File: config.mk
export PLATFORM = sky130hd
export DESIGN_NAME = serial_config_register_bank
export DESIGN_NICKNAME = d
export VERILOG_FILES = /design/src/rtl/cfg_bank_pkg.sv /design/src/rtl/cfg_write_if.sv /design/src/rtl/serial_word_receiver.sv /design/src/rtl/sync_update_point.sv /design/src/rtl/serial_config_register_bank.sv
export VERILOG_INCLUDE_DIRS = /design/src /design/src/rtl
export SDC_FILE = /design/constraint.sdc
export NUM_CORES = 1
export LEC_CHECK = 0
export BUFFER_PORTS_ARGS = -buffer_cell sky130_fd_sc_hd__buf_2
export CAP_MARGIN = 20
export CORE_MARGIN = 2
export CORE_UTILIZATION = 30
export DETAILED_ROUTE_END_ITERATION = 12
export MAX_ROUTING_LAYER = met4
export SYNTH_ARGS = -nofsm -noshare
export SYNTH_HDL_FRONTEND = slang
export SYNTH_SLANG_ARGS = --single-unit
File: constraint.sdc
create_clock -name sys_clk -period 9.46 [get_ports sys_clk]
set_input_delay 1.419 -clock sys_clk [delete_from_list [all_inputs] [get_ports sys_clk]]
set_output_delay 1.419 -clock sys_clk [all_outputs]
set_load 0.005 [all_outputs]
File: src/rtl/cfg_bank_regs.svh
`ifndef CFG_BANK_REGS_SVH
`define CFG_BANK_REGS_SVH

`define ADDR_BITS 8
`define WORD_BITS 6
`define NUM_REGS 24
`define LINE_BITS 12

`define OFF_AFE_OPERATION_LO 8'h00
`define OFF_AFE_OPERATION_HI 8'h01
`define OFF_VGA_GAIN_LO 8'h02
`define OFF_VGA_GAIN_HI 8'h03
`define OFF_BLACK_CLAMP_LEVEL_LO 8'h04
`define OFF_BLACK_CLAMP_LEVEL_HI 8'h05
`define OFF_AFE_CONTROL 8'h06
`define OFF_COLOR0_PIXEL_GAIN 8'h07
`define OFF_COLOR1_PIXEL_GAIN 8'h08
`define OFF_COLOR2_PIXEL_GAIN 8'h09
`define OFF_COLOR3_PIXEL_GAIN 8'h0A
`define OFF_INIT_SETTING_B 8'h0F
`define OFF_OUTPUT_ENABLE 8'h16
`define OFF_UPDATE_LINE_LO 8'h17
`define OFF_UPDATE_LINE_HI 8'h18
`define OFF_UPDATE_LOCK 8'h19
`define OFF_DATA_OUT_PHASE 8'h1B
`define OFF_INPUT_RESTORE_DISABLE 8'h1C
`define OFF_SYNC_POLARITY 8'h1D
`define OFF_NEXT_FIELD_VALUE 8'h1E
`define OFF_BLANK_RESYNC 8'h1F
`define OFF_INIT_SETTING_A 8'h20
`define OFF_TIMING_CORE_RESET_RELEASE 8'h26
`define OFF_DUMMY_CLAMP_SOURCE 8'h64

`define RST_ZERO 6'h00
`define RST_VGA_GAIN_LO 6'h16
`define RST_VGA_GAIN_HI 6'h02
`define RST_BLACK_CLAMP_LEVEL_HI 6'h02
`define RST_NEXT_FIELD_VALUE 6'h01
`define RST_DUMMY_CLAMP_SOURCE 6'h01

`define MASK_1BIT 6'h01
`define MASK_2BIT 6'h03
`define MASK_4BIT 6'h0F
`define MASK_6BIT 6'h3F

`endif

File: src/rtl/cfg_bank_pkg.sv
package cfg_bank_pkg;

    typedef enum logic [2:0] {
        RX_IDLE = 3'b001,
        RX_ADDR = 3'b010,
        RX_DATA = 3'b100
    } rx_state_type;

    typedef logic [4:0] reg_index_type;

    typedef struct packed {
        logic [5:0] reset_value;
        logic [5:0] mask;
        logic lo_half;
        logic load_class;
    } reg_attr_type;

endpackage

File: src/rtl/cfg_write_if.sv
`timescale 1ns/10ps
`include "cfg_bank_regs.svh"

interface cfg_write_if;
    logic wr_valid;
    logic [`ADDR_BITS-1:0] wr_addr;
    logic [`WORD_BITS-1:0] wr_data;
    logic load_done;

    modport rx (output wr_valid, output wr_addr, output wr_data, output load_done);
    modport bank (input wr_valid, input wr_addr, input wr_data, input load_done);
endinterface

File: src/rtl/serial_word_receiver.sv
`timescale 1ns/10ps
`include "cfg_bank_regs.svh"

module serial_word_receiver
    import cfg_bank_pkg::*;
(
    input wire logic sys_clk,
    input wire logic srst,
    input wire logic serial_load_strobe_n,
    input wire logic serial_clock,
    input wire logic serial_data,
    cfg_write_if.rx wr
);

    rx_state_type state_reg;
    logic sck_prev_reg;
    logic load_prev_reg;
    logic [3:0] bit_cnt_reg;
    logic [`ADDR_BITS-1:0] shift_reg;
    logic sck_rise;
    logic [`ADDR_BITS-1:0] shift_next;

    assign sck_rise = serial_clock & ~sck_prev_reg;
    // lsb first: new bit enters at the top
    assign shift_next = {serial_data, shift_reg[`ADDR_BITS-1:1]};

    always_ff @(posedge sys_clk) begin
        if (srst) begin
            sck_prev_reg <= 1'b0;
            load_prev_reg <= 1'b1;
        end else begin
            sck_prev_reg <= serial_clock;
            load_prev_reg <= serial_load_strobe_n;
        end
    end

    always_ff @(posedge sys_clk) begin
        if (srst) begin
            wr.load_done <= 1'b0;
        end else begin
            wr.load_done <= serial_load_strobe_n & ~load_prev_reg;
        end
    end

    always_ff @(posedge sys_clk) begin
        if (srst) begin
            state_reg <= RX_IDLE;
            bit_cnt_reg <= 4'h0;
            shift_reg <= 8'h00;
            wr.wr_valid <= 1'b0;
            wr.wr_addr <= 8'h00;
            wr.wr_data <= 6'h00;
        end else begin
            wr.wr_valid <= 1'b0;
            if (wr.wr_valid) begin
                wr.wr_addr <= wr.wr_addr + 8'h01;
            end
            if (serial_load_strobe_n) begin
                state_reg <= RX_IDLE;
                bit_cnt_reg <= 4'h0;
            end else begin
                case (state_reg)
                    RX_IDLE: begin
                        state_reg <= RX_ADDR;
                        bit_cnt_reg <= 4'h0;
                    end
                    RX_ADDR: begin
                        if (sck_rise) begin
                            shift_reg <= shift_next;
                            if (bit_cnt_reg == 4'(`ADDR_BITS - 1)) begin
                                wr.wr_addr <= shift_next;
                                bit_cnt_reg <= 4'h0;
                                state_reg <= RX_DATA;
                            end else begin
                                bit_cnt_reg <= bit_cnt_reg + 4'h1;
                            end
                        end
                    end
                    RX_DATA: begin
                        if (sck_rise) begin
                            shift_reg <= shift_next;
                            if (bit_cnt_reg == 4'(`WORD_BITS - 1)) begin
                                wr.wr_data <= shift_next[`ADDR_BITS-1:`ADDR_BITS-`WORD_BITS];
                                wr.wr_valid <= 1'b1;
                                bit_cnt_reg <= 4'h0;
                            end else begin
                                bit_cnt_reg <= bit_cnt_reg + 4'h1;
                            end
                        end
                    end
                    default: begin
                        state_reg <= RX_IDLE;
                    end
                endcase
            end
        end
    end

endmodule // serial_word_receiver

File: src/rtl/sync_update_point.sv
`timescale 1ns/10ps
`include "cfg_bank_regs.svh"

module sync_update_point (
    input wire logic sys_clk,
    input wire logic srst,
    input wire logic vertical_sync,
    input wire logic horizontal_sync,
    input wire logic sync_polarity,
    input wire logic [`LINE_BITS-1:0] update_line,
    output logic vd_edge,
    output logic sync_update
);

    logic vd_act_prev_reg;
    logic hd_act_prev_reg;
    logic [`LINE_BITS-1:0] line_cnt_reg;
    logic armed_reg;
    logic vd_act;
    logic hd_act;
    logic hd_edge;

    // polarity 0: low active, so active edge is the falling pin edge
    assign vd_act = vertical_sync ^ ~sync_polarity;
    assign hd_act = horizontal_sync ^ ~sync_polarity;
    assign vd_edge = vd_act & ~vd_act_prev_reg;
    assign hd_edge = hd_act & ~hd_act_prev_reg;

    always_ff @(posedge sys_clk) begin
        if (srst) begin
            vd_act_prev_reg <= 1'b0;
            hd_act_prev_reg <= 1'b0;
        end else begin
            vd_act_prev_reg <= vd_act;
            hd_act_prev_reg <= hd_act;
        end
    end

    always_ff @(posedge sys_clk) begin
        if (srst) begin
            line_cnt_reg <= 12'h000;
            armed_reg <= 1'b0;
            sync_update <= 1'b0;
        end else begin
            sync_update <= 1'b0;
            if (vd_edge) begin
                line_cnt_reg <= 12'h000;
                armed_reg <= 1'b1;
            end else if (hd_edge) begin
                line_cnt_reg <= line_cnt_reg + 12'h001;
                if (armed_reg && line_cnt_reg == update_line) begin
                    sync_update <= 1'b1;
                    armed_reg <= 1'b0;
                end
            end
        end
    end

endmodule // sync_update_point

File: src/rtl/serial_config_register_bank.sv
`timescale 1ns/10ps
`include "cfg_bank_regs.svh"

module serial_config_register_bank
    import cfg_bank_pkg::*;
(
    input wire logic sys_clk,
    input wire logic srst,
    input wire logic serial_load_strobe_n,
    input wire logic serial_clock,
    input wire logic serial_data,
    input wire logic vertical_sync,
    input wire logic horizontal_sync,
    input wire logic preblank_pulse,
    input wire logic blank_pulse_in,
    input wire logic h_clock_phase,
    input wire logic dummy_black_clamp,
    input wire logic internal_clamp_pulse,
    output logic [7:0] afe_operation,
    output logic [9:0] vga_gain,
    output logic [7:0] black_clamp_level,
    output logic [5:0] afe_control,
    output logic [5:0] color0_pixel_gain,
    output logic [5:0] color1_pixel_gain,
    output logic [5:0] color2_pixel_gain,
    output logic [5:0] color3_pixel_gain,
    output logic [5:0] init_setting_a,
    output logic [5:0] init_setting_b,
    output logic [5:0] data_out_phase,
    output logic outputs_active,
    output logic timing_core_reset,
    output logic field_is_even,
    output logic restore_enable,
    output logic blank_pulse_out,
    output logic clamp_pulse_out
);

    // ----------------------------------------------------------------
    // register attributes
    // ----------------------------------------------------------------
    function automatic reg_attr_type attr_of(input reg_index_type idx);
        reg_attr_type a;
        a = '{`RST_ZERO, `MASK_6BIT, 1'b0, 1'b0};
        case (idx)
            5'd0: a = '{`RST_ZERO, `MASK_6BIT, 1'b1, 1'b1};
            5'd1: a = '{`RST_ZERO, `MASK_2BIT, 1'b0, 1'b1};
            5'd2: a = '{`RST_VGA_GAIN_LO, `MASK_6BIT, 1'b1, 1'b0};
            5'd3: a = '{`RST_VGA_GAIN_HI, `MASK_4BIT, 1'b0, 1'b0};
            5'd4: a = '{`RST_ZERO, `MASK_6BIT, 1'b1, 1'b0};
            5'd5: a = '{`RST_BLACK_CLAMP_LEVEL_HI, `MASK_2BIT, 1'b0, 1'b0};
            5'd6: a = '{`RST_ZERO, `MASK_6BIT, 1'b0, 1'b1};
            5'd12: a = '{`RST_ZERO, `MASK_1BIT, 1'b0, 1'b0};
            5'd13: a = '{`RST_ZERO, `MASK_6BIT, 1'b1, 1'b0};
            5'd15: a = '{`RST_ZERO, `MASK_1BIT, 1'b0, 1'b1};
            5'd17: a = '{`RST_ZERO, `MASK_1BIT, 1'b0, 1'b0};
            5'd18: a = '{`RST_ZERO, `MASK_1BIT, 1'b0, 1'b1};
            5'd19: a = '{`RST_NEXT_FIELD_VALUE, `MASK_1BIT, 1'b0, 1'b1};
            5'd20: a = '{`RST_ZERO, `MASK_1BIT, 1'b0, 1'b1};
            5'd22: a = '{`RST_ZERO, `MASK_1BIT, 1'b0, 1'b1};
            5'd23: a = '{`RST_DUMMY_CLAMP_SOURCE, `MASK_1BIT, 1'b0, 1'b0};
            default: a = '{`RST_ZERO, `MASK_6BIT, 1'b0, 1'b0};
        endcase
        return a;
    endfunction

    function automatic logic [5:0] decode(input logic [`ADDR_BITS-1:0] addr);
        logic [5:0] r;
        r = 6'h00;
        case (addr)
            `OFF_AFE_OPERATION_LO: r = {1'b1, 5'd0};
            `OFF_AFE_OPERATION_HI: r = {1'b1, 5'd1};
            `OFF_VGA_GAIN_LO: r = {1'b1, 5'd2};
            `OFF_VGA_GAIN_HI: r = {1'b1, 5'd3};
            `OFF_BLACK_CLAMP_LEVEL_LO: r = {1'b1, 5'd4};
            `OFF_BLACK_CLAMP_LEVEL_HI: r = {1'b1, 5'd5};
            `OFF_AFE_CONTROL: r = {1'b1, 5'd6};
            `OFF_COLOR0_PIXEL_GAIN: r = {1'b1, 5'd7};
            `OFF_COLOR1_PIXEL_GAIN: r = {1'b1, 5'd8};
            `OFF_COLOR2_PIXEL_GAIN: r = {1'b1, 5'd9};
            `OFF_COLOR3_PIXEL_GAIN: r = {1'b1, 5'd10};
            `OFF_INIT_SETTING_B: r = {1'b1, 5'd11};
            `OFF_OUTPUT_ENABLE: r = {1'b1, 5'd12};
            `OFF_UPDATE_LINE_LO: r = {1'b1, 5'd13};
            `OFF_UPDATE_LINE_HI: r = {1'b1, 5'd14};
            `OFF_UPDATE_LOCK: r = {1'b1, 5'd15};
            `OFF_DATA_OUT_PHASE: r = {1'b1, 5'd16};
            `OFF_INPUT_RESTORE_DISABLE: r = {1'b1, 5'd17};
            `OFF_SYNC_POLARITY: r = {1'b1, 5'd18};
            `OFF_NEXT_FIELD_VALUE: r = {1'b1, 5'd19};
            `OFF_BLANK_RESYNC: r = {1'b1, 5'd20};
            `OFF_INIT_SETTING_A: r = {1'b1, 5'd21};
            `OFF_TIMING_CORE_RESET_RELEASE: r = {1'b1, 5'd22};
            `OFF_DUMMY_CLAMP_SOURCE: r = {1'b1, 5'd23};
            default: r = 6'h00;
        endcase
        return r;
    endfunction

    // ----------------------------------------------------------------
    // serial front end and sync update point
    // ----------------------------------------------------------------
    cfg_write_if wr ();

    logic vd_edge;
    logic sync_update;
    logic [5:0] shadow_reg [`NUM_REGS];
    logic [5:0] active_reg [`NUM_REGS];
    logic [`NUM_REGS-1:0] pending_reg;
    logic [`NUM_REGS-1:0] pending_set;
    logic [`NUM_REGS-1:0] pending_clear;
    logic [5:0] hit;
    reg_index_type hit_idx;
    logic [`LINE_BITS-1:0] update_line;
    logic lock_active;

    serial_word_receiver u_rx (
        .sys_clk(sys_clk),
        .srst(srst),
        .serial_load_strobe_n(serial_load_strobe_n),
        .serial_clock(serial_clock),
        .serial_data(serial_data),
        .wr(wr.rx)
    );

    assign update_line = {active_reg[14], active_reg[13]};
    assign lock_active = active_reg[15][0];

    sync_update_point u_sync (
        .sys_clk(sys_clk),
        .srst(srst),
        .vertical_sync(vertical_sync),
        .horizontal_sync(horizontal_sync),
        .sync_polarity(active_reg[18][0]),
        .update_line(update_line),
        .vd_edge(vd_edge),
        .sync_update(sync_update)
    );

    // ----------------------------------------------------------------
    // write staging and transfer
    // ----------------------------------------------------------------
    assign hit = decode(wr.wr_addr);
    assign hit_idx = hit[4:0];

    always_comb begin
        pending_set = '0;
        if (wr.wr_valid && hit[5] && !attr_of(hit_idx).lo_half) begin
            pending_set[hit_idx] = 1'b1;
            if (hit_idx != 5'd0 && attr_of(hit_idx - 5'd1).lo_half) begin
                pending_set[hit_idx - 5'd1] = 1'b1;
            end
        end
    end

    always_comb begin
        pending_clear = '0;
        for (int i = 0; i < `NUM_REGS; i++) begin
            if (attr_of(5'(i)).load_class) begin
                pending_clear[i] = wr.load_done;
            end else begin
                pending_clear[i] = sync_update & ~lock_active;
            end
        end
    end

    always_ff @(posedge sys_clk) begin
        if (srst) begin
            for (int i = 0; i < `NUM_REGS; i++) begin
                shadow_reg[i] <= attr_of(5'(i)).reset_value;
            end
        end else if (wr.wr_valid && hit[5]) begin
            shadow_reg[hit_idx] <= wr.wr_data & attr_of(hit_idx).mask;
        end
    end

    always_ff @(posedge sys_clk) begin
        if (srst) begin
            pending_reg <= '0;
        end else begin
            // a new write in the transfer cycle stays pending
            pending_reg <= (pending_reg & ~pending_clear) | pending_set;
        end
    end

    always_ff @(posedge sys_clk) begin
        if (srst) begin
            for (int i = 0; i < `NUM_REGS; i++) begin
                active_reg[i] <= attr_of(5'(i)).reset_value;
            end
        end else begin
            for (int i = 0; i < `NUM_REGS; i++) begin
                if (pending_reg[i] && pending_clear[i]) begin
                    active_reg[i] <= shadow_reg[i];
                end
            end
        end
    end

    // ----------------------------------------------------------------
    // configuration outputs
    // ----------------------------------------------------------------
    always_ff @(posedge sys_clk) begin
        if (srst) begin
            afe_operation <= 8'h00;
            vga_gain <= {4'(`RST_VGA_GAIN_HI), `RST_VGA_GAIN_LO};
            black_clamp_level <= {2'(`RST_BLACK_CLAMP_LEVEL_HI), `RST_ZERO};
            afe_control <= 6'h00;
            color0_pixel_gain <= 6'h00;
            color1_pixel_gain <= 6'h00;
            color2_pixel_gain <= 6'h00;
            color3_pixel_gain <= 6'h00;
            init_setting_a <= 6'h00;
            init_setting_b <= 6'h00;
            data_out_phase <= 6'h00;
        end else begin
            afe_operation <= {active_reg[1][1:0], active_reg[0]};
            vga_gain <= {active_reg[3][3:0], active_reg[2]};
            black_clamp_level <= {active_reg[5][1:0], active_reg[4]};
            afe_control <= active_reg[6];
            color0_pixel_gain <= active_reg[7];
            color1_pixel_gain <= active_reg[8];
            color2_pixel_gain <= active_reg[9];
            color3_pixel_gain <= active_reg[10];
            init_setting_a <= active_reg[21];
            init_setting_b <= active_reg[11];
            data_out_phase <= active_reg[16];
        end
    end

    // ----------------------------------------------------------------
    // timing controls
    // ----------------------------------------------------------------
    logic enable;

    assign enable = active_reg[12][0];

    always_ff @(posedge sys_clk) begin
        if (srst) begin
            outputs_active <= 1'b0;
            timing_core_reset <= 1'b1;
            restore_enable <= 1'b1;
        end else begin
            outputs_active <= enable;
            timing_core_reset <= ~active_reg[22][0];
            restore_enable <= ~(active_reg[17][0] & preblank_pulse);
        end
    end

    always_ff @(posedge sys_clk) begin
        if (srst) begin
            field_is_even <= 1'b0;
        end else if (!enable) begin
            field_is_even <= 1'b0;
        end else if (vd_edge) begin
            field_is_even <= active_reg[19][0];
        end
    end

    always_ff @(posedge sys_clk) begin
        if (srst) begin
            blank_pulse_out <= 1'b0;
        end else if (!enable) begin
            blank_pulse_out <= 1'b0;
        end else if (!active_reg[20][0] || h_clock_phase) begin
            blank_pulse_out <= blank_pulse_in;
        end
    end

    always_ff @(posedge sys_clk) begin
        if (srst) begin
            clamp_pulse_out <= 1'b0;
        end else if (!enable) begin
            clamp_pulse_out <= 1'b0;
        end else begin
            clamp_pulse_out <= active_reg[23][0] ? dummy_black_clamp : internal_clamp_pulse;
        end
    end

endmodule // serial_config_register_bank

==> metrics.txt, run 1 <==
run status finished clean; nets 1207; Routed WL 27500 µm; Rows 76; power per standard cell area 202 nW/µm²; Main synth FF type edfxtp_1; post-synthesis register bit count 340; max_cap viols 0; largest net degree at the start of global routing 76; routed len/inst 15.4 µm; fin crit share 44.1%; Routed Antenna Nets 0; RSZ-0062 raised after global routing false; worst clock skew 17.5 ps; slew at the pin closest to its max-slew limit 1100 ps; main combinational cell family by area after synthesis simple AND/OR/NAND/NOR gates; Hold Fails Final Rpt 0; Post-Synth Simple-Gate Area 19.7%; Syn Nets 1129; Total GRT Usage 12.5%; Die Area 45400 µm²; count of yosys warnings during synthesis 0; first-pass GRT wire length 43400 µm; Pins Over Slew Limit 0; number of library cell types mapped by synthesis 58; Syn Inst Count 1101; worst path required time 9650 ps; initial antenna violation count 0; Area growth syn-to-layout 16.9%; vias in the first global route 8038; placed cells 1725; Hold Path Class reg -> reg; drt drc 0; Layout Utilization 35.6%; Post-Syn Area 13100 µm²; clk sink count 340; CTS clock-pin slew for the worst setup and hold paths 60 ps; maximum vdd drop 0.115 mV; post-synthesis adder-cell area fraction 1.53%; minimum clock period 4170 ps; die width 213 µm; Vias 8245; clock root buffer clkbuf_16; GRT overflow 0; Setup TNS 0 ps; CP arrival 4360 ps; IO Count 92; Post-synth EDFFs 177; cts repair resizes 0; DR pass1 iterations 5; drt initial violations 648; Finish-stage setup viols 0; Setup Crit Path Kind reg -> reg; TritonCTS clock tree built; # port buffers 91; post-synthesis mux area share 2.13%; TritonCTS buffer count 37; clock latency on the worst-skew pair 520 ps; layout cell share with drive strength beyond 1 16.1%; htree depth 2; final setup margin 5290 ps; hold path cells 1; register area share after synthesis 65.4%; DP HPWL 18300 µm; worst rel slew slack 26.4%; pre-CTS setup slack 5420 ps; XOR/XNOR Fraction of Synth Area 2.20%; maximum fanout along the worst path 12; number of diodes 0; cts hold-fix bufs 0; Post-Syn Area per Cell 11.9 µm²; CP startpoint kind register; worst reg-to-reg path cell count 8; core box area 43100 µm²; Post-CTS Setup Inserts 0; GP Congestion 0.871; Die Ht 213 µm; clk buf depth 3; highest clock rate 240 MHz; hold slack 393 ps; async set-reset flop share out of synthesis 0%; fin cells 1792; Lkg Pwr 6.05 nW; Initial Util 30.5%; via/cell ratio 4.60; Compound-Gate Fraction of Synth Area 6.80%; critical path endpoint category register
==> report_power, final <==
group          leakage [nW]  switching (mW)  total [mW]  internal, mW
Clock                 0.610           0.573        1.40         0.829
Combinational          2.40          0.0492      0.0808        0.0316
Sequential             3.04          0.0162        1.62          1.60
Total                  6.05           0.638        3.10          2.46
==> final cells by class <==
type | instances | area, µm²
fillers | 4188 | 27700
flip-flops and latches | 340 | 8580
multi-input cells | 687 | 4250
clock buffers | 54 | 1120
well taps | 585 | 732
repair buffers | 96 | 495
clock inverters | 13 | 88.8
inverters | 17 | 63.8
==> worst paths after layout <==
path / start / end / slack, ps
max: u_rx.wr.wr_addr[4] / shadow_reg[10][5] / 5290
min: u_rx.load_prev_reg / u_rx.wr.load_done / 390
min reg2reg: u_rx.load_prev_reg / u_rx.wr.load_done / 390
max reg2reg: u_rx.wr.wr_addr[4] / shadow_reg[10][5] / 5290
==> synthesized netlist by cell type (all sizes together) (2+ instances only) <==
library cell | instances | share of area, %
a22oi | 2 | 0.11
inv | 17 | 0.49
a21oi | 22 | 0.93
xnor2 | 10 | 0.67
or2 | 13 | 0.62
a21o | 27 | 1.5
nand3b | 7 | 0.40
or3 | 7 | 0.33
and3 | 80 | 3.8
nand3 | 15 | 0.57
a31oi | 5 | 0.29
dfxtp | 163 | 25
clkbuf | 48 | 1.4
a22o | 2 | 0.13
nor3 | 15 | 0.73
a32oi | 12 | 0.80
o31ai | 6 | 0.34
nor2 | 136 | 3.9
nor3b | 2 | 0.11
nor4 | 8 | 0.38
nand4 | 13 | 0.62
xor2 | 23 | 1.5
nor4b | 2 | 0.13
o21ai | 21 | 0.80
nand2 | 55 | 1.6
or4 | 4 | 0.26
nor2b | 90 | 4.3
and2 | 17 | 0.83
nand2b | 22 | 1.0
a211oi | 12 | 0.72
o21bai | 4 | 0.23
mux2i | 20 | 1.5
ha | 16 | 1.5
edfxtp | 177 | 41
mux2 | 7 | 0.60
o22ai | 3 | 0.14
buf | 9 | 0.36
a31o | 2 | 0.20
==> worst max-delay path, cell delays in order, from the launching register on <==
cell and delay [ps]:
dfxtp_1 430, nor4b_1 630, o21ai_0 240, o22ai_1 890
nor3_2 240, a21oi_4 270, and2_1 480, nand2_1 300
nand2b_1 360
==> logic make-up (layout without fill, tap and decap cells) <==
logic type | Yosys count | count (layout)
AO/OA/AOI/OAI | 124 | 124
XOR/XNOR | 33 | 33
adder cells (fa/ha/maj) | 16 | 16
buffers and inverters | 74 | 180
flip-flops | 340 | 340
multiplexers | 27 | 27
AND/OR/NAND/NOR | 487 | 487
==> cell usage in the layout (no fill, tap or decap), types with 4 or more instances in the layout <==
cell type  count
mux2i_1       20
clkinv_2       7
nor2_1       133
nand2b_1      22
xnor2_1       10
clkbuf_8       8
clkbuf_16     39
nor4_1         8
o21bai_1       4
inv_1         17
a21o_1        27
a32oi_1       12
a211oi_1      11
nand2_1       55
nand3b_1       7
a21oi_1       21
nand4_1       13
buf_4          6
a31oi_1        4
and2_1        16
o21ai_0       19
nor3_1        12
or3_1          7
and3_1        80
or2_2         13
edfxtp_1     177
o31ai_1        6
buf_2         90
nand3_1       15
ha_1          16
nor2b_1       89
xor2_1        23
mux2_2         5
dfxtp_1      163
==> routing by layer <==
metal | global-route usage [%] | vias to the layer above | share of wire [%]
li1 | - | 4034 | -
met1 | 15.4 | 3930 | 44
met2 | 20.3 | 220 | 48
met3 | 2.37 | 61 | 5.2
met4 | 5.09 | 0 | 3.2
met5 | - | - | 0
==> per-stage QoR <==
step           total power, mW  cell area [µm²]
5_1_grt                   3.21            15300
3_3_place_gp              1.73            14100
4_1_cts                   3.14            15300
3_5_place_dp              1.73            14100
2_1_floorplan             1.69            13100
6_report                  3.10            15300
Note: power is estimated with default switching activity, not from simulation.
==> run 2: changes to the inputs <==
clock period = 3.9 ns   (was 9.46 ns; I/O delays follow)
==> metrics.txt, run 2 (synthesized netlist as in run 1, its figures left out) <==
initial antenna violation count 0 (unchanged); clk buf depth 3 (unchanged); htree depth 2 (unchanged); max_cap viols 0 (unchanged); Finish-stage setup viols 0 (unchanged); Total GRT Usage 12.8% (+0.22 points); TritonCTS clock tree built; # port buffers 91 (unchanged); worst rel slew slack 42.3% (+16 points); hold slack 296 ps (-96.5 ps); CP startpoint kind register; Setup Crit Path Kind reg -> reg; Setup TNS 0 ps (unchanged); power per standard cell area 488 nW/µm² (+140%); highest clock rate 288 MHz (+20%); Post-CTS Setup Inserts 0 (unchanged); worst path required time 4340 ps (-5310 ps); Lkg Pwr 6.24 nW (+3.1%); Die Area 45400 µm² (unchanged); commonest non-fill, non-tap cells in the layout edfxtp_1 (177), dfxtp_1 (163), nor2_1 (133), nor2b_1 (90), buf_2 (90); RSZ-0062 raised after global routing false; CTS clock-pin slew for the worst setup and hold paths 60 ps (about the same); clock root buffer clkbuf_16; first-pass GRT wire length 43900 µm (+1.2%); Routed Antenna Nets 0 (unchanged); via/cell ratio 4.56 (-0.79%); Routed WL 27900 µm (+1.5%); GP Congestion 0.895 (+2.8%); drt initial violations 565 (-13%); final setup margin 429 ps (-4860 ps); Power, Total 7.66 mW (+150%); Vias 8367 (+1.5%); slew at the pin closest to its max-slew limit 860 ps (-244 ps); layout cell share with drive strength beyond 1 18.3% (+2.3 points); vias in the first global route 8175 (+1.7%); Rows 76 (unchanged); worst clock skew 19.9 ps (+2.40 ps); Initial Util 30.5% (unchanged); routed len/inst 15.2 µm (-0.78%); commonest non-fill, non-tap cell in the layout edfxtp_1; maximum vdd drop 0.347 mV (+200%); DR pass1 iterations 4 (-1); nets 1247 (+3.3%); minimum clock period 3470 ps (-702 ps); Hold Path Class in -> reg; clock latency on the worst-skew pair 530 ps (about the same); pre-CTS setup slack 249 ps (-5170 ps); core box area 43100 µm² (unchanged); Hold Fails Final Rpt 0 (unchanged); maximum fanout along the worst path 12 (unchanged); largest net degree at the start of global routing 66 (-13%); placed cells 1765 (+2.3%); fin crit share 89.0% (+45 points); critical path endpoint category register; DP HPWL 19400 µm (+5.9%); number of diodes 0 (unchanged); GRT overflow 0 (unchanged); cts hold-fix bufs 0 (unchanged); fin cells 1833 (+2.3%); IO Count 92 (unchanged); Die Ht 213 µm (unchanged); Pins Over Slew Limit 0 (unchanged); die width 213 µm (unchanged); run status finished clean; drt drc 0 (unchanged); CP arrival 3910 ps (-450 ps); TritonCTS buffer count 37 (unchanged); Area growth syn-to-layout 19.6%; clk sink count 340 (unchanged)
-- run 2: what timing repair did --
action | 4_1_cts | 5_1_grt
endpoints found under the setup margin | 0 | 58
endpoints found under the hold margin | 0 | 0
resized for setup | 0 | 1
-- run 2: metal layers --
layer / up-vias / wire (µm) / track usage, %
met1: 3999 / 12000 / 15.3
met5: - / 0 / -
met2: 190 / 13600 / 21.0
met3: 61 / 1190 / 2.10
met4: 0 / 1120 / 5.93
li1: 4117 / - / -
-- run 2: critical path, stage by stage, from the launching register on --
cell and delay [ps]:
dfxtp_1 390, inv_1 100, ha_1 270, o21bai_1 220, a21oi_1 100, a31o_2 220, a21oi_2 340, inv_1 170
ha_1 250, inv_1 180, a21oi_1 100, o21bai_1 180, and2_1 430, nand4_1 260, o21ai_0 190
-- run 2: path summary, 6_finish.rpt --
check | from | to | slack, ps | cells past startpoint
setup / recovery | u_rx.wr.wr_addr[1] | pending_reg[12] | 430 | 14
hold reg to reg | u_rx.load_prev_reg | u_rx.wr.load_done | 390 | 1
hold / removal | serial_clock | u_rx.sck_prev_reg | 300 | 2
setup reg to reg | u_rx.wr.wr_addr[1] | pending_reg[12] | 430 | 14
-- run 2: final cells by class --
cell class              count  area, µm²
clock buffers              51       1050
clock inverters            17        200
fillers                  4182      27400
inverters                  17       63.8
multi-input cells         687       4260
flip-flops and latches    340       8580
well taps                 585        732
repair buffers            136        803
-- run 2: report_power, final --
group          switching [mW]  internal, mW  leakage [nW]
clock                    1.38          2.16         0.610
sequential             0.0384          3.88          3.04
combinational           0.117        0.0764          2.59
-- run 2: per-stage QoR --
stage | utilization (%) | cell area, µm²
after floorplan | - | 13100
after global placement | 33.5 | 14400
after detailed placement | 33.5 | 14400
after CTS | 36.4 | 15700
after global routing | 36.4 | 15700
final | 36.4 | 15700
